--- src/verilog/sws_pkg.sv ---
// Shared constants for the serial to single-wire command interpreter
`default_nettype none
package sws_pkg;
   localparam int CLK_NS = 5;
   localparam int T_PROG_US = 512;
   localparam int T_SPU_MS = 524;
   localparam int T_RSTLOW_US = 480;
   localparam int T_PRES_US = 70;
   localparam int T_SLOT_US = 70;
   localparam int T_W0_US = 60;
   localparam int T_W1_US = 6;
   localparam int T_SAMP_US = 15;
   // Least times round up to whole clock cycles
   localparam int PROG_CYC = (T_PROG_US * 1000 + CLK_NS - 1) / CLK_NS;
   localparam int SPU_CYC = (T_SPU_MS * 1000000 + CLK_NS - 1) / CLK_NS;
   localparam int RSTLOW_CYC = (T_RSTLOW_US * 1000 + CLK_NS - 1) / CLK_NS;
   localparam int PRES_CYC = (T_PRES_US * 1000 + CLK_NS - 1) / CLK_NS;
   localparam int SLOT_CYC = (T_SLOT_US * 1000 + CLK_NS - 1) / CLK_NS;
   localparam int W0_CYC = (T_W0_US * 1000 + CLK_NS - 1) / CLK_NS;
   localparam int W1_CYC = (T_W1_US * 1000 + CLK_NS - 1) / CLK_NS;
   localparam int SAMP_CYC = (T_SAMP_US * 1000 + CLK_NS - 1) / CLK_NS;
   localparam logic [7:0] CMD_DATA = 8'hE1;
   localparam logic [7:0] CMD_CMD = 8'hE3;
   localparam logic [7:0] CMD_RST = 8'hC1;
   localparam logic [7:0] CMD_ARM = 8'hEF;
   localparam logic [7:0] CMD_DISARM = 8'hED;
   localparam logic [7:0] CMD_TERM = 8'hF1;
   localparam logic [7:0] CMD_PROG = 8'hFD;
   localparam logic [2:0] PAR_PROG = 3'h2;
   localparam logic [2:0] PAR_SPU = 3'h3;
   localparam logic [2:0] SEL_RST = 3'h4;
   localparam logic [7:0] RESP_MASK = 8'hFE;
   localparam logic [7:0] RESP_PRES = 8'hCD;
   localparam logic [7:0] RESP_NOPRES = 8'hCF;
   localparam logic [7:0] RESP_SPU = 8'hEE;
   localparam int AXI_AW = 4;
   localparam logic [AXI_AW-1:0] ADDR_CTRL = 4'h0;
   localparam logic [AXI_AW-1:0] ADDR_STAT = 4'h4;
   localparam logic [2:0] CTRL_RST = 3'h0;
   localparam int POL_BIT = 2;
   localparam logic [1:0] AXI_OKAY = 2'h0;
   localparam logic [1:0] AXI_SLVERR = 2'h2;
   typedef enum logic [2:0] {S_IDLE, S_SLOT, S_RST, S_PULSE, S_RESP} sws_state_t;
   // Bit period in clocks for 9600, 19200, 57600, 115200 baud
   function automatic logic [15:0] baud_div(input logic [1:0] code);
      unique case (code)
         2'h0: baud_div = 16'h5161;
         2'h1: baud_div = 16'h28B1;
         2'h2: baud_div = 16'h0D90;
         default: baud_div = 16'h06C8;
      endcase
   endfunction
endpackage
`default_nettype wire

--- src/verilog/sws_uart_if.sv ---
// Byte link between the interpreter core and the serial port
`default_nettype none
interface sws_uart_if;
   logic [15:0] divisor;
   logic serial_polarity_select;
   logic rx_valid;
   logic [7:0] rx_data;
   logic tx_valid;
   logic [7:0] tx_data;
   logic tx_ready;
   modport core (output divisor, serial_polarity_select, tx_valid, tx_data,
      input rx_valid, rx_data, tx_ready);
   modport phy (input divisor, serial_polarity_select, tx_valid, tx_data,
      output rx_valid, rx_data, tx_ready);
endinterface
`default_nettype wire

--- src/verilog/sws_uart.sv ---
// Serial port with selectable line polarity, 8N1
`default_nettype none
module sws_uart (
   input wire logic mclk,
   input wire logic srst,
   input wire logic rx_pin,
   output logic tx_pin,
   sws_uart_if.phy u
);
   logic r1, r2;
   logic rx_busy, rx_vld;
   logic [15:0] rx_cnt, tx_cnt;
   logic [3:0] rx_bit, tx_bit;
   logic [7:0] rx_sh, rx_dat;
   logic tx_busy;
   logic [9:0] tx_sh;
   wire rxl = r2 ^ u.serial_polarity_select;
   wire tx_line = tx_busy ? tx_sh[0] : 1'b1;
   assign u.rx_valid = rx_vld;
   assign u.rx_data = rx_dat;
   assign u.tx_ready = ~tx_busy;

   always_ff @(posedge mclk)
   begin
      r1 <= rx_pin;
      r2 <= r1;
   end

   // Start bit is checked at mid-bit so a glitch does not frame a byte
   always_ff @(posedge mclk)
   begin
      rx_vld <= 1'b0;
      if (srst)
      begin
         rx_busy <= 1'b0;
         rx_cnt <= 16'h0000;
         rx_bit <= 4'h0;
      end
      else if (!rx_busy)
      begin
         rx_busy <= ~rxl;
         rx_cnt <= u.divisor >> 1;
         rx_bit <= 4'h0;
      end
      else if (rx_cnt != 16'h0000)
         rx_cnt <= rx_cnt - 16'h0001;
      else
      begin
         rx_cnt <= u.divisor - 16'h0001;
         rx_bit <= rx_bit + 4'h1;
         if (rx_bit == 4'h0 && rxl)
            rx_busy <= 1'b0;
         else if (rx_bit == 4'h9)
         begin
            rx_busy <= 1'b0;
            rx_vld <= rxl;
            rx_dat <= rx_sh;
         end
         else
            rx_sh <= {rxl, rx_sh[7:1]};
      end
   end

   always_ff @(posedge mclk)
   begin
      if (srst)
      begin
         tx_busy <= 1'b0;
         tx_cnt <= 16'h0000;
         tx_bit <= 4'h0;
      end
      else if (!tx_busy)
      begin
         tx_busy <= u.tx_valid;
         tx_sh <= {1'b1, u.tx_data, 1'b0};
         tx_cnt <= u.divisor - 16'h0001;
         tx_bit <= 4'h0;
      end
      else if (tx_cnt != 16'h0000)
         tx_cnt <= tx_cnt - 16'h0001;
      else
      begin
         tx_cnt <= u.divisor - 16'h0001;
         tx_bit <= tx_bit + 4'h1;
         tx_sh <= {1'b1, tx_sh[9:1]};
         tx_busy <= tx_bit != 4'h9;
      end
   end

   always_ff @(posedge mclk)
   begin
      if (srst)
         tx_pin <= 1'b1;
      else
         tx_pin <= tx_line ^ u.serial_polarity_select;
   end
endmodule // sws_uart
`default_nettype wire

--- src/verilog/sws_top.sv ---
// Serial to single-wire bridge: command interpreter, bus timing, register slave
`default_nettype none
module sws_top #(
   parameter int P_PROG = sws_pkg::PROG_CYC,
   parameter int P_SPU = sws_pkg::SPU_CYC,
   parameter int P_RSTLOW = sws_pkg::RSTLOW_CYC,
   parameter int P_PRES = sws_pkg::PRES_CYC,
   parameter int P_SLOT = sws_pkg::SLOT_CYC,
   parameter int P_W0 = sws_pkg::W0_CYC,
   parameter int P_W1 = sws_pkg::W1_CYC,
   parameter int P_SAMP = sws_pkg::SAMP_CYC
) (
   input wire logic mclk,
   input wire logic srst,
   input wire logic [sws_pkg::AXI_AW-1:0] s_axi_awaddr,
   input wire logic s_axi_awvalid,
   output logic s_axi_awready,
   input wire logic [31:0] s_axi_wdata,
   input wire logic [3:0] s_axi_wstrb,
   input wire logic s_axi_wvalid,
   output logic s_axi_wready,
   output logic [1:0] s_axi_bresp,
   output logic s_axi_bvalid,
   input wire logic s_axi_bready,
   input wire logic [sws_pkg::AXI_AW-1:0] s_axi_araddr,
   input wire logic s_axi_arvalid,
   output logic s_axi_arready,
   output logic [31:0] s_axi_rdata,
   output logic [1:0] s_axi_rresp,
   output logic s_axi_rvalid,
   input wire logic s_axi_rready,
   input wire logic ser_rx_pin,
   output logic ser_tx_pin,
   input wire logic bus_in,
   output logic bus_out,
   output logic bus_oe_n,
   output logic spu_en,
   output logic vpp_en
);
   localparam int CW = 27;
   initial
   begin
      if (!(P_W1 < P_SAMP && P_SAMP < P_W0 && P_W0 < P_SLOT && P_PRES < P_RSTLOW
            && P_SPU < 2 ** CW && P_PROG < 2 ** CW && P_W1 > 0))
         $error("sws_top: bus timing parameters out of range");
   end
   localparam logic [CW-1:0] PROG_L = CW'(P_PROG - 1);
   localparam logic [CW-1:0] SPU_L = CW'(P_SPU - 1);
   localparam logic [CW-1:0] RSTLOW_C = CW'(P_RSTLOW);
   localparam logic [CW-1:0] PRES_L = CW'(P_RSTLOW + P_PRES - 1);
   localparam logic [CW-1:0] RSTEND_L = CW'(2 * P_RSTLOW - 1);
   localparam logic [CW-1:0] SLOT_L = CW'(P_SLOT - 1);
   localparam logic [CW-1:0] W0_C = CW'(P_W0);
   localparam logic [CW-1:0] W1_C = CW'(P_W1);
   localparam logic [CW-1:0] SAMP_L = CW'(P_SAMP - 1);

   sws_uart_if u_if ();
   sws_pkg::sws_state_t st;
   logic [CW-1:0] cnt;
   logic [2:0] bitn, ctrl, prog_sel, spu_sel;
   logic [7:0] hold, shreg, resp;
   logic have, mode_data, armed, wbit, pres, pend, txv, b1, bus_s;

   sws_uart u_uart (
      .mclk(mclk),
      .srst(srst),
      .rx_pin(ser_rx_pin),
      .tx_pin(ser_tx_pin),
      .u(u_if.phy)
   );
   assign u_if.divisor = sws_pkg::baud_div(ctrl[1:0]);
   assign u_if.serial_polarity_select = ctrl[sws_pkg::POL_BIT];
   assign u_if.tx_valid = txv;
   assign u_if.tx_data = resp;

   wire cmd_mode = ~mode_data;
   wire go = st == sws_pkg::S_IDLE && have;
   wire go_cmd = go && cmd_mode;
   wire is_cfg = !hold[7] && hold[0]
      && (hold[6:4] == sws_pkg::PAR_PROG || hold[6:4] == sws_pkg::PAR_SPU);
   wire is_pulse = hold == sws_pkg::CMD_ARM || hold == sws_pkg::CMD_DISARM;
   wire term = st == sws_pkg::S_PULSE && have && cmd_mode && hold == sws_pkg::CMD_TERM;
   wire take = go || term;
   wire pulse_end = term || cnt == (vpp_en ? PROG_L : SPU_L);
   wire fire = txv && u_if.tx_ready;
   wire cnt_clr = st == sws_pkg::S_IDLE || st == sws_pkg::S_RESP
      || (st == sws_pkg::S_SLOT && cnt == SLOT_L);
   wire slot_low = st == sws_pkg::S_SLOT && cnt < (wbit ? W1_C : W0_C);
   wire rst_low = st == sws_pkg::S_RST && cnt < RSTLOW_C;

   // Bus input crosses from the pin; sample only the second stage
   always_ff @(posedge mclk)
   begin
      b1 <= bus_in;
      bus_s <= b1;
   end

   // A byte arriving while one waits overwrites it; host must pace itself
   always_ff @(posedge mclk)
   begin
      if (srst)
         have <= 1'b0;
      else if (u_if.rx_valid)
         have <= 1'b1;
      else if (take)
         have <= 1'b0;
      if (u_if.rx_valid)
         hold <= u_if.rx_data;
   end

   always_ff @(posedge mclk)
   begin
      if (srst)
         mode_data <= 1'b0;
      else if (go_cmd && hold == sws_pkg::CMD_DATA)
         mode_data <= 1'b1;
      else if (go && hold == sws_pkg::CMD_CMD)
         mode_data <= 1'b0;
   end

   always_ff @(posedge mclk)
   begin
      if (srst)
      begin
         armed <= 1'b0;
         prog_sel <= sws_pkg::SEL_RST;
         spu_sel <= sws_pkg::SEL_RST;
      end
      else if (go_cmd && is_pulse)
         armed <= hold == sws_pkg::CMD_ARM;
      else if (go_cmd && is_cfg && hold[6:4] == sws_pkg::PAR_PROG)
         prog_sel <= hold[3:1];
      else if (go_cmd && is_cfg)
         spu_sel <= hold[3:1];
   end

   always_ff @(posedge mclk)
   begin
      if (srst)
      begin
         spu_en <= 1'b0;
         vpp_en <= 1'b0;
      end
      else if (st == sws_pkg::S_PULSE && pulse_end)
      begin
         spu_en <= 1'b0;
         vpp_en <= 1'b0;
      end
      else if ((go_cmd && is_pulse) || (st == sws_pkg::S_RESP && fire && pend))
         spu_en <= 1'b1;
      else if (go_cmd && hold == sws_pkg::CMD_PROG)
         vpp_en <= 1'b1;
   end

   always_ff @(posedge mclk)
   begin
      if (srst)
         cnt <= '0;
      else
         cnt <= cnt_clr ? '0 : cnt + CW'(1);
   end

   // Bus pin is open drain: the output stays low, only the enable moves
   always_ff @(posedge mclk)
   begin
      bus_out <= 1'b0;
      if (srst)
         bus_oe_n <= 1'b1;
      else
         bus_oe_n <= ~(slot_low | rst_low);
   end

   always_ff @(posedge mclk)
   begin
      if (srst)
      begin
         st <= sws_pkg::S_IDLE;
         txv <= 1'b0;
         pend <= 1'b0;
         pres <= 1'b0;
         bitn <= 3'h0;
         wbit <= 1'b1;
         shreg <= 8'h00;
         resp <= 8'h00;
      end
      else
      begin
         unique case (st)
            sws_pkg::S_IDLE:
            begin
               bitn <= 3'h0;
               pres <= 1'b0;
               shreg <= hold;
               wbit <= hold[0];
               if (go && mode_data && hold != sws_pkg::CMD_CMD)
                  st <= sws_pkg::S_SLOT;
               else if (go_cmd && is_cfg)
               begin
                  resp <= hold & sws_pkg::RESP_MASK;
                  st <= sws_pkg::S_RESP;
               end
               else if (go_cmd && hold == sws_pkg::CMD_RST)
                  st <= sws_pkg::S_RST;
               else if (go_cmd && (is_pulse || hold == sws_pkg::CMD_PROG))
               begin
                  resp <= hold & sws_pkg::RESP_MASK;
                  st <= sws_pkg::S_PULSE;
               end
            end
            sws_pkg::S_SLOT:
            begin
               if (cnt == SAMP_L)
                  shreg <= {bus_s, shreg[7:1]};
               if (cnt == SLOT_L)
               begin
                  wbit <= shreg[0];
                  bitn <= bitn + 3'h1;
                  if (bitn == 3'h7)
                  begin
                     resp <= shreg;
                     pend <= armed;
                     st <= sws_pkg::S_RESP;
                  end
               end
            end
            sws_pkg::S_RST:
            begin
               if (cnt == PRES_L)
                  pres <= ~bus_s;
               if (cnt == RSTEND_L)
               begin
                  resp <= pres ? sws_pkg::RESP_PRES : sws_pkg::RESP_NOPRES;
                  st <= sws_pkg::S_RESP;
               end
            end
            sws_pkg::S_PULSE:
            begin
               if (pulse_end)
                  st <= sws_pkg::S_RESP;
            end
            sws_pkg::S_RESP:
            begin
               if (!fire)
                  txv <= 1'b1;
               else
               begin
                  txv <= 1'b0;
                  pend <= 1'b0;
                  if (pend)
                  begin
                     resp <= sws_pkg::RESP_SPU;
                     st <= sws_pkg::S_PULSE;
                  end
                  else
                     st <= sws_pkg::S_IDLE;
               end
            end
         endcase
      end
   end

   // Register slave: address and data are taken together, at most one write and one read in flight at once
   wire aw_ok = s_axi_awvalid && s_axi_wvalid && !s_axi_awready && !s_axi_bvalid;
   wire ar_ok = s_axi_arvalid && !s_axi_arready && !s_axi_rvalid;
   wire wr_ctrl = s_axi_awaddr == sws_pkg::ADDR_CTRL;
   wire rd_ctrl = s_axi_araddr == sws_pkg::ADDR_CTRL;
   wire rd_stat = s_axi_araddr == sws_pkg::ADDR_STAT;
   wire [31:0] stat = {20'h00000, prog_sel, spu_sel, st != sws_pkg::S_IDLE, have,
      armed, vpp_en, spu_en, mode_data};
   wire [31:0] rd_word = rd_ctrl ? {29'h00000000, ctrl} : (rd_stat ? stat : 32'h00000000);

   always_ff @(posedge mclk)
   begin
      if (srst)
      begin
         s_axi_awready <= 1'b0;
         s_axi_wready <= 1'b0;
         s_axi_bvalid <= 1'b0;
         s_axi_bresp <= sws_pkg::AXI_OKAY;
         ctrl <= sws_pkg::CTRL_RST;
      end
      else
      begin
         s_axi_awready <= aw_ok;
         s_axi_wready <= aw_ok;
         if (s_axi_awready)
         begin
            s_axi_bvalid <= 1'b1;
            s_axi_bresp <= (wr_ctrl || s_axi_awaddr == sws_pkg::ADDR_STAT)
               ? sws_pkg::AXI_OKAY : sws_pkg::AXI_SLVERR;
            if (wr_ctrl && s_axi_wstrb[0])
               ctrl <= s_axi_wdata[2:0];
         end
         else if (s_axi_bready)
            s_axi_bvalid <= 1'b0;
      end
   end

   always_ff @(posedge mclk)
   begin
      if (srst)
      begin
         s_axi_arready <= 1'b0;
         s_axi_rvalid <= 1'b0;
         s_axi_rdata <= 32'h00000000;
         s_axi_rresp <= sws_pkg::AXI_OKAY;
      end
      else
      begin
         s_axi_arready <= ar_ok;
         if (s_axi_arready)
         begin
            s_axi_rvalid <= 1'b1;
            s_axi_rdata <= rd_word;
            s_axi_rresp <= (rd_ctrl || rd_stat) ? sws_pkg::AXI_OKAY : sws_pkg::AXI_SLVERR;
         end
         else if (s_axi_rready)
            s_axi_rvalid <= 1'b0;
      end
   end

   property p_cfg_prog;
      @(posedge mclk) disable iff (srst)
      go_cmd && hold == 8'h29 |=> st == sws_pkg::S_RESP && resp == 8'h28 && prog_sel == 3'h4;
   endproperty
   a_cfg_prog: assert property (p_cfg_prog) else $error("config 29h not answered 28h");
   property p_cfg_spu;
      @(posedge mclk) disable iff (srst)
      go_cmd && hold == 8'h39 |=> resp == 8'h38 ##1 txv;
   endproperty
   a_cfg_spu: assert property (p_cfg_spu) else $error("config 39h not answered 38h");
   property p_rst;
      @(posedge mclk) disable iff (srst)
      go_cmd && hold == 8'hC1 |=> st == sws_pkg::S_RST ##1 !bus_oe_n;
   endproperty
   a_rst: assert property (p_rst) else $error("reset command did not pull the bus");
   property p_arm;
      @(posedge mclk) disable iff (srst)
      go_cmd && hold == 8'hEF |=> armed && spu_en && !txv;
   endproperty
   a_arm: assert property (p_arm) else $error("arm pulse wrong");
   property p_term;
      @(posedge mclk) disable iff (srst)
      term |=> !spu_en && !vpp_en && st == sws_pkg::S_RESP ##1 txv;
   endproperty
   a_term: assert property (p_term) else $error("termination did not end pulse");
   property p_prog;
      @(posedge mclk) disable iff (srst)
      go_cmd && hold == 8'hFD |=> vpp_en && resp == 8'hFC;
   endproperty
   a_prog: assert property (p_prog) else $error("program pulse not started");
   property p_spu_data;
      @(posedge mclk) disable iff (srst)
      st == sws_pkg::S_RESP && fire && pend |=> spu_en && st == sws_pkg::S_PULSE
         && resp == 8'hEE;
   endproperty
   a_spu_data: assert property (p_spu_data) else $error("armed pullup missing");
   property p_data;
      @(posedge mclk) disable iff (srst)
      go && mode_data && hold != 8'hE3 |=> st == sws_pkg::S_SLOT ##2 !bus_oe_n;
   endproperty
   a_data: assert property (p_data) else $error("data byte did not start a slot");
   property p_mode;
      @(posedge mclk) disable iff (srst)
      go_cmd && hold == 8'hE1 |=> mode_data && st == sws_pkg::S_IDLE && !txv;
   endproperty
   a_mode: assert property (p_mode) else $error("data mode switch wrong");
   property p_buf;
      @(posedge mclk) disable iff (srst)
      u_if.rx_valid |=> have && hold == $past(u_if.rx_data);
   endproperty
   a_buf: assert property (p_buf) else $error("received byte not buffered");
   property p_pol;
      @(posedge mclk) disable iff (srst)
      $changed(ctrl[2]) && u_if.tx_ready && !txv |=> ##1 ser_tx_pin == !ctrl[2];
   endproperty
   a_pol: assert property (p_pol) else $error("idle line polarity wrong");
   c_reset: cover property (@(posedge mclk) st == sws_pkg::S_RST ##1 st == sws_pkg::S_RESP);
   c_term: cover property (@(posedge mclk) term);
   c_spu: cover property (@(posedge mclk) st == sws_pkg::S_RESP && fire && pend);
endmodule // sws_top
`default_nettype wire

--- config.mk ---
export PLATFORM = sky130hd
export DESIGN_NAME = sws_top
export DESIGN_NICKNAME = d
export VERILOG_FILES = /design/src/verilog/sws_pkg.sv /design/src/verilog/sws_uart_if.sv /design/src/verilog/sws_uart.sv /design/src/verilog/sws_top.sv
export SDC_FILE = /design/constraint.sdc
export NUM_CORES = 1
export LEC_CHECK = 0
export ABC_AREA = 1
export BUFFER_PORTS_ARGS = -buffer_cell sky130_fd_sc_hd__buf_2
export CAP_MARGIN = 5
export CORE_MARGIN = 8
export CORE_UTILIZATION = 59
export DETAILED_ROUTE_END_ITERATION = 7
export GPL_ROUTABILITY_DRIVEN = 0
export MAX_ROUTING_LAYER = met4
export PLACE_DENSITY = 0.93
export SLEW_MARGIN = 20
export SYNTH_ARGS = -nofsm -noshare
export SYNTH_HDL_FRONTEND = slang
export SYNTH_SLANG_ARGS = --single-unit
--- constraint.sdc ---
create_clock -name mclk -period 2.78 [get_ports mclk]
set_clock_uncertainty 0.1 [all_clocks]
set_input_delay 0.278 -clock mclk [delete_from_list [all_inputs] [get_ports mclk]]
set_output_delay 0.278 -clock mclk [all_outputs]
set_load 0.05 [all_outputs]
# [Word-level counts from Yosys, hierarchy flattened]
# Index checks and enable logic that the tools add are counted.
[word_totals] ff_bits=189 latchBits=0 ram_bits=0 rom_bits=0 in_bits=53 output_inout_bits=46 word_cells=250 n_memories=0
[classes] add_sub_neg=7 n_mul=0 div_mod_pow=0 order_cmp=2 eq_ne=39 shift=0 mux=63 bitwise=16 reduce_logical=80
[op_table] op="two-way mux 8 bit" count=10
[op_table] op="== test 8 bit (second input constant)" count=7
[op_table] op="two-way mux 16 bit" count=3
[op_table] op="case mux 15 bit (3 select lines)" count=1
[op_table] op="case mux 8 bit (4 select lines)" count=1
[op_table] op="nonzero test 16 bit" count=2
[op_table] op="subtractor 16 x 1 -> 16 bit (second input constant)" count=2
[op_table] op="logical AND 1 bit" count=31
[op_table] op="two-way mux 3 bit" count=10
[op_table] op="adder 27 x 1 -> 27 bit (second input constant)" count=1
[op_table] op="== test 27 x 12 -> 1 bit (second input constant)" count=1
[op_table] op="== test 27 x 14 -> 1 bit (second input constant)" count=1
[op_table] op="== test 27 x 17 -> 1 bit (second input constant)" count=1
[op_table] op="== test 27 x 18 -> 1 bit (second input constant)" count=1
[op_table] op="== test 27 bit" count=1
[op_table] op="< comparator 27 x 14 -> 1 bit" count=1
[op_table] op="< comparator 27 x 17 -> 1 bit (second input constant)" count=1
[op_table] op="two-way mux 27 bit" count=1
[op_table] op="two-way mux 12 bit" count=2
[op_table] op="two-way mux 1 bit" count=21
[op_table] op="two-way mux 9 bit" count=2
[op_table] op="case mux 8 bit (2 select lines)" count=1
[op_table] op="subtractor 15 x 1 -> 16 bit (second input constant)" count=1
[op_table] op="two-way mux 15 bit" count=1
[op_table] op="40 further kinds" count=103

# [Longest topological paths before layout]
# Gate-level depths: netlist of run 1.
[depth] ltp_word=9 depth_mapped=14 depth_no_buf=14

# [Hierarchy]
# A second synthesis of run 1 with hierarchy kept.
[unflattened] hier_cells=1316 area_unflattened_um2=9316.4
[by_module_without_submodules] module="sws_top" n_inst=1 cells_per_inst=770 area_per_inst_um2=5277.6 seq_area_each_um2=2001.9
[by_module_without_submodules] module="sws_uart" n_inst=1 cells_per_inst=546 area_per_inst_um2=4038.9 seq_area_each_um2=1671.6

# [Worst setup path before layout of run 1]
# OpenSTA, ideal clock, no wires.
[synth_timing] path_type="register -> register" start="register u_uart.rx_cnt[0]" end="register u_uart.rx_sh[0] (enable)" setup_ns=0.395 arrival_time_ns=1.944 required_ns=2.285 path_slack_ns=0.341 stages_incl_launch_ff=8 n_path_buf=1 period_less_slack_ns=2.439 cell_sequence="dfxtp_1 inv_1 ha_1 nand4_1 nor3_1 nand2_1 clkbuf_1 nor4_1"
[synth_via] elab_chain_cells=3
[synth_rtl] element="start: declaration" line_no="sws_uart.sv:12" rtl="logic [15:0] rx_cnt, tx_cnt;"
[synth_rtl] element="start signal: assignment" line_no="sws_uart.sv:42" rtl="rx_cnt <= u.divisor >> 1;"
[synth_rtl] element="start signal: assignment" line_no="sws_uart.sv:46" rtl="rx_cnt <= rx_cnt - 16'h0001;"
[synth_rtl] element="start signal: assignment" line_no="sws_uart.sv:49" rtl="rx_cnt <= u.divisor - 16'h0001;"
[synth_rtl] element="nonzero test 16 bit" line_no="sws_uart.sv:45" rtl="else if (rx_cnt != 16'h0000)"
[synth_rtl] element="inverter 1 bit (no line)"
[synth_rtl] element="AND reduction 5 bit (no line)"
[synth_rtl] element="end signal: assignment" line_no="sws_uart.sv:60" rtl="rx_sh <= {rxl, rx_sh[7:1]};"
[synth_rtl] element="end: declaration" line_no="sws_uart.sv:14" rtl="logic [7:0] rx_sh, rx_dat;"
# No other way between the ends.
# A chain may end at the register's enable or synchronous reset.

# [Worst setup path after layout of run 1]
[layout_timing] start="register u_uart.tx_cnt[0]" end="register u_uart.tx_sh[2] (enable)"
[layout_via] elab_chain_cells=3
[layout_rtl] element="start: declaration" line_no="sws_uart.sv:12"
[layout_rtl] element="start signal: assignment" line_no="sws_uart.sv:76" rtl="tx_cnt <= u.divisor - 16'h0001;"
[layout_rtl] element="start signal: assignment" line_no="sws_uart.sv:80" rtl="tx_cnt <= tx_cnt - 16'h0001;"
[layout_rtl] element="start signal: assignment" line_no="sws_uart.sv:83" rtl="tx_cnt <= u.divisor - 16'h0001;"
[layout_rtl] element="nonzero test 16 bit" line_no="sws_uart.sv:79" rtl="else if (tx_cnt != 16'h0000)"
[layout_rtl] element="inequality test 2 bit (no line)"
[layout_rtl] element="AND reduction 2 bit (no line)"
[layout_rtl] element="end signal: assignment" line_no="sws_uart.sv:75" rtl="tx_sh <= {1'b1, u.tx_data, 1'b0};"
[layout_rtl] element="end signal: assignment" line_no="sws_uart.sv:85" rtl="tx_sh <= {1'b1, tx_sh[9:1]};"
[layout_rtl] element="end: declaration" line_no="sws_uart.sv:16" rtl="logic [9:0] tx_sh;"
# No other way between the ends.

==> out/metrics.cfg, run 1 <==
[placed_design]
place_ws_ns=0.437
dpl.cell_count=1299
port-buffer-count=43
detailedPlacementHpwl_um=14400

[sta]
timing.final.setup_violations=0
rsz_0062_raised_after_global_routing=no
min_period_ns=2.38
pins_over_their_slew_limit=0
totalNegativeSetupSlack_ns=0
clock.fmax_mhz=421
worstMarginPinSlew_ns=0.625
post-route-worst-setup-slack_ns=0.404
final-hold-violation-count=0
slew-limit-headroom_pct=58.2
hold-worst-slack_ns=0.0442
period_share_pct=85.5

[logic_synthesis]
post_synth.cell_area_avg_sq_um=7.58
edff_count_synth=33
syn-cell-area_sq_mm=0.00827
synth_most_common_cell=nand2_1
ys_types=45
async_set_or_reset_flop_fraction_in_the_synthesized_netlist_pct=0
postSynthCellCount=1090
synthTopCellsByCount=nand2_1, dfxtp_1, inv_1
yosys_warnings=0
yosysTopAreaCell=dfxtp_1
yosysSeqAreaShare_pct=44.4
post_synth_main_area_contributors=dfxtp_1, edfxtp_1, nand2_1, inv_1, nor2_1
yosysTopAreaCellShare_pct=32.5
ys.flop_type=dfxtp_1
ys_seq_elements=167

[setup_path]
critPathKind=reg -> reg
rr_endpoint=u_uart.tx_sh[2]
worstPathRequired_ns=2.75
kind_of_start_point_of_the_critical_path=flip-flop
worst_path_max_delay_cell=inv_1
path_cells=inv_1, ha_1, nand3_1, nor3_1, nand2_1, nand2_1, nand2_1, inv_1
worstSetupEndpointType=flip-flop
critical_path.most_common_cell=nand2_1
r2r_cells=8
cp.arrival_ns=2.35
crit_path_max_fanout=12
r2r_slack_ns=0.40
r2r_path_start=u_uart.tx_cnt[0]
cpPeakStageDelay_ns=0.43

[grt]
grt_pass1_wl_um=33900
grt_antenna_before_repair=0
number_of_global_route_vias_before_repair=7334
global_route.overflow_total=0
grt_use_total_pct=23.7
grt_start_max_net_pins=35

[die]
core_region_area_sq_mm=0.0138
start_util_pct=60.0
core_rows=43
die-width_um=134
dieHeight_um=134
die_area_sq_mm=0.0181
num_io_pins=99

[clock_network]
tritoncts=yes
clk-insertion-delay-late_ns=0.44
post_cts.resized_instances=0
ctsLongestPathBuffers=2
cts-root-buf=clkbuf_16
cts_htree_levels=4
cts_hold_repair.buffers=12
cts.sink_count=167
clk_transition_reported_paths_ns=0.06
tritoncts.num_buffers=17
postCtsSetupRepairBufs=0

[routing]
route.detailed.wl_per_inst_um=15.6
drc_errors=2
ant_nets=0
dr.first_iter.drc_count=815
route.detailed.vias_per_inst=5.74
postRouteWirelength_um=20900
routed-via-count=7714
drt_first_pass_iters=8

[layout]
final-instance-count-excl-fill=1343
area.growth.synth_to_final_pct=12.4
layout-drive-gt1-share_pct=11.3
nets=1223
antenna_cells=0

[flow_run]
max_cap_viol_count=0

[power]
power.density_cell_area_mw_per_mm2=813
peakVddDrop_mv=0.566
leakage_component_of_the_power_nw=3.88

[min_path]
holdPathEnd=ctrl[0]
min_delay_path_depth=3
worst_hold_startpoint=s_axi_wdata[0]
worstHoldPathType=in -> reg

[run_status]
status=finished, violations left
violations=DRC

## critical path: cells and delay by family, from the launching register on
family        cells  cell delay, ns
buf+inv           2            0.49
flops             1            0.32
simple gates      5            0.90
fa+ha+maj         1            0.19
## per-layer routing
| metal | wire, um | track usage, % |
|---|---|---|
| met1 | 8080 | 26.6 |
| met2 | 10500 | 40.0 |
| met3 | 1720 | 5.20 |
| met4 | 590 | 10.2 |
| met5 | 0 | - |
## cell type report
cell class                 instances  area (sq um)
sequential                       167          3670
multi-input combinational        764          3890
inverter                         134           503
timing repair buffer              66           418
clock buffer                      22           485
fill                            1020          4480
tap                              180           225
clock inverter                    10          95.1
## kinds of logic after synthesis
kind of cell	after synthesis	share of synthesized area [%]
fa+ha+maj	20	3.03
buf+inv	181	9.46
simple gates	518	28.4
other cells	1	0.0454
flops	167	44.4
compound gates	172	11.4
xor+xnor	31	3.28
## per-stage QoR
step	total power [mW]	util, %	cell area [sq um]
global placement	5.08	62.4	8590
global route	7.95	67.5	9290
CTS	7.51	67.5	9290
finish	7.55	67.5	9290
detailed placement	5.18	62.4	8590
floorplan	4.70	-	8350
## placed cells by master (no fill, tap or decap), types with 10 or more instances in the layout
cell,n
nand4_1,26
buf_2,43
dfxtp_1,134
nor3_1,32
nor4_1,12
conb_1,23
nand2_1,237
xnor2_1,10
edfxtp_1,33
nand3_1,57
xor2_1,21
a21oi_1,72
o21ai_0,63
inv_1,119
ha_1,20
dlygate4sd3_1,12
nor2_1,109
clkbuf_16,18
buf_4,11
inv_2,14
## state kept, by name, indices dropped and copies added, names as in the netlist, 3 cells and up
signal,flops
prog_sel,3
bitn,3
u_uart.rx_sh,8
hold,8
u_uart.tx_bit,4
u_uart.tx_cnt,16
u_uart.rx_bit,4
u_uart.tx_sh,9
st,3
u_uart.rx_cnt,16
u_uart.u.rx_data,8
ctrl,3
resp,8
shreg,8
s_axi_rdata,12
cnt,27
spu_sel,3
## worst max path at each step
stage / startpoint / end / slack (ns) / cells past startpoint
floorplan: u_uart.rx_cnt[0] / u_uart.rx_sh[0] / 0.34 / 7
global placement: u_uart.tx_cnt[0] / u_uart.tx_sh[2] / 0.57 / 8
detailed placement: u_uart.tx_cnt[0] / u_uart.tx_sh[3] / 0.44 / 8
CTS: u_uart.tx_cnt[0] / u_uart.tx_sh[1] / 0.42 / 8
global route: u_uart.tx_cnt[0] / u_uart.tx_sh[2] / 0.26 / 8
finish: u_uart.tx_cnt[0] / u_uart.tx_sh[2] / 0.40 / 8
## report_power, final
part / total, mW / internal (mW) / switching [mW]
Clock: 2.32 / 1.34 / 0.987
Sequential: 2.98 / 2.77 / 0.208
Combinational: 2.25 / 0.708 / 1.54
Total: 7.55 / 4.82 / 2.74
Power figures use the tool's default switching activity.
==> run 2: changes to the inputs <==
--- a/config.mk
+++ b/config.mk
@@ -9,11 +9,11 @@
 export BUFFER_PORTS_ARGS = -buffer_cell sky130_fd_sc_hd__buf_2
 export CAP_MARGIN = 5
 export CORE_MARGIN = 8
-export CORE_UTILIZATION = 59
+export CORE_UTILIZATION = 37
 export DETAILED_ROUTE_END_ITERATION = 7
 export GPL_ROUTABILITY_DRIVEN = 0
 export MAX_ROUTING_LAYER = met4
-export PLACE_DENSITY = 0.93
+export PLACE_DENSITY = 0.67
 export SLEW_MARGIN = 20
 export SYNTH_ARGS = -nofsm -noshare
 export SYNTH_HDL_FRONTEND = slang
==> out/metrics.cfg, run 2 (synthesized netlist as in run 1, its figures left out) <==
[routing]
drc_errors=0  ; -2
dr.first_iter.drc_count=503  ; -38%
route.detailed.wl_per_inst_um=13.8  ; -11%
drt_first_pass_iters=7  ; -1
route.detailed.vias_per_inst=5.01  ; -13%
routed-via-count=7228  ; -6.3%
postRouteWirelength_um=19900  ; -4.8%
ant_nets=0  ; unchanged

[sta]
rsz_0062_raised_after_global_routing=no
slew-limit-headroom_pct=58.1  ; about the same
worstMarginPinSlew_ns=0.626  ; +0.00135 ns
min_period_ns=2.33  ; -0.0465 ns
clock.fmax_mhz=429  ; +2.0%
totalNegativeSetupSlack_ns=0  ; unchanged
final-hold-violation-count=0  ; unchanged
period_share_pct=83.8  ; -1.7 points
post-route-worst-setup-slack_ns=0.450  ; +0.0465 ns
timing.final.setup_violations=0  ; unchanged
pins_over_their_slew_limit=0  ; unchanged

[power]
leakage_component_of_the_power_nw=3.90  ; +0.45%
peakVddDrop_mv=0.377  ; -33%
power.density_cell_area_mw_per_mm2=810  ; -0.37%

[layout]
layout-drive-gt1-share_pct=11.6  ; +0.26 points
layout_top_registers=cnt: 27 flops, u_uart.rx_cnt: 16 flops, u_uart.tx_cnt: 16 flops
antenna_cells=0  ; unchanged
multi_input_combinational_cell_area_sq_mm=0.00389  ; unchanged
finish.instance_area_sq_mm=0.00945  ; +1.7%
largest_register_ffs=27  ; unchanged
leading_cell_types_in_the_layout_fill_and_taps_excluded=nand2_1, dfxtp_1, inv_1
area.growth.synth_to_final_pct=14.3
filler_cell_count=2184  ; +110%
top_register=cnt
register_area_sq_mm=0.00367  ; unchanged
layout_commonest_cell=nand2_1
nets=1223  ; unchanged

[die]
core_rows=54  ; +26%
dieHeight_um=165  ; +23%
num_io_pins=99  ; unchanged
start_util_pct=37.8  ; -22 points
core_region_area_sq_mm=0.0219  ; +59%
die-width_um=165  ; +23%
die_area_sq_mm=0.0274  ; +52%

[grt]
grt_antenna_before_repair=0  ; unchanged
grt_pass1_wl_um=32800  ; -3.4%
grt_use_total_pct=15.3  ; -8.4 points
number_of_global_route_vias_before_repair=6894  ; -6.0%
groute.layer.met1.usage_pct=18.6  ; -8.0 points
use_met3_pct=3.50  ; -1.7 points
global_route.peak_usage_layer=met2
global_route.overflow_total=0  ; unchanged
met2_usage_pct=24.4  ; -16 points
grt_start_max_net_pins=37  ; +5.7%

[clock_network]
clk_transition_reported_paths_ns=0.07  ; about the same
cts_htree_levels=4  ; unchanged
ctsLongestPathBuffers=2  ; unchanged
tritoncts=yes
cts.sink_count=167  ; unchanged
tritoncts.num_buffers=17  ; unchanged
clk-insertion-delay-late_ns=0.44  ; about the same
postCtsSetupRepairBufs=0  ; unchanged
cts-root-buf=clkbuf_16

[min_path]
worstHoldPathType=in -> reg

[setup_path]
number_of_buffers_and_inverters_on_the_critical_path=2  ; unchanged
worst_path_dominant_cell_family=simple AND/OR/NAND/NOR gates
worstSetupEndpointType=flip-flop
path_cells=inv_1, ha_1, nand3_1, nor3_1, nand2_1, nand2_1, nand2_1, inv_1
worstPathRequired_ns=2.76  ; about the same
crit_path_max_fanout=12  ; unchanged
worst_path_max_delay_cell=inv_1
cp.arrival_ns=2.31  ; -0.04 ns
cpPeakStageDelay_ns=0.42  ; about the same
critPathKind=reg -> reg
kind_of_start_point_of_the_critical_path=flip-flop
critical_path.most_common_cell=nand2_1

[placed_design]
place_ws_ns=0.510  ; +0.0728 ns
port-buffer-count=43  ; unchanged
dpl_cell_area_sq_mm=0.00873  ; +1.5%
detailedPlacementHpwl_um=14500  ; +0.74%

[run_status]
status=finished clean

[flow_run]
max_cap_viol_count=0  ; unchanged

-- run 2: cell type report --
| type | instances | area share (%) |
|---|---|---|
| repair buffers | 66 | 4.40 |
| clock buffers | 17 | 4.50 |
| flip-flops and latches | 167 | 38.9 |
| inverters | 134 | 5.32 |
| well taps | 280 | 3.71 |
| multi-input cells | 764 | 41.2 |
| clock inverters | 15 | 2.01 |
-- run 2: power by group --
| group | total (mW) | switching, mW | leakage [nW] | internal [mW] |
|---|---|---|---|---|
| Clock | 2.48 | 1.05 | 0.298 | 1.43 |
| Sequential | 2.97 | 0.197 | 1.40 | 2.77 |
| Combinational | 2.21 | 1.50 | 2.21 | 0.708 |
| Total | 7.65 | 2.74 | 3.90 | 4.91 |
-- run 2: tightest hold or removal path: stages --
cell,delay (ns)
buf_2,0.07
o21ai_0,0.07
a21oi_1,0.11
-- run 2: metrics by stage --
stage | hold slack [ns] | utilization (%) | cells | power, mW
after floorplan | 0.206 | - | 1112 | 4.70
after global placement | 0.215 | 39.9 | 1400 | 5.15
after detailed placement | 0.221 | 39.9 | 1400 | 5.19
after CTS | 0.0419 | 43.2 | 1443 | 7.68
after global routing | 0.0685 | 43.2 | 1443 | 8.11
final | 0.0433 | 43.2 | 1443 | 7.65
-- run 2: what timing repair did --
action | 4_1_cts | 5_1_grt
endpoints found under the hold margin | 8 | 0
gates resized for setup | 0 | 0
hold buffers | 11 | 0
-- run 2: path summary, 6_finish.rpt --
kind | end | slack [ns] | cells after the start | startpoint
setup / recovery | u_uart.tx_sh[8] | 0.45 | 8 | u_uart.tx_cnt[0]
setup reg to reg | u_uart.tx_sh[8] | 0.45 | 8 | u_uart.tx_cnt[0]
hold / removal | ctrl[1] | 0.04 | 3 | s_axi_wdata[1]
hold reg to reg | bus_s | 0.23 | 0 | b1
-- run 2: routing by layer --
metal | part of all wire [%] | wire length (um) | up-vias
met5 | 0 | 0 | -
met4 | 2.3 | 452 | 0
met3 | 5.8 | 1150 | 44
met2 | 47 | 9320 | 214
met1 | 45 | 8950 | 3305
li1 | - | - | 3665
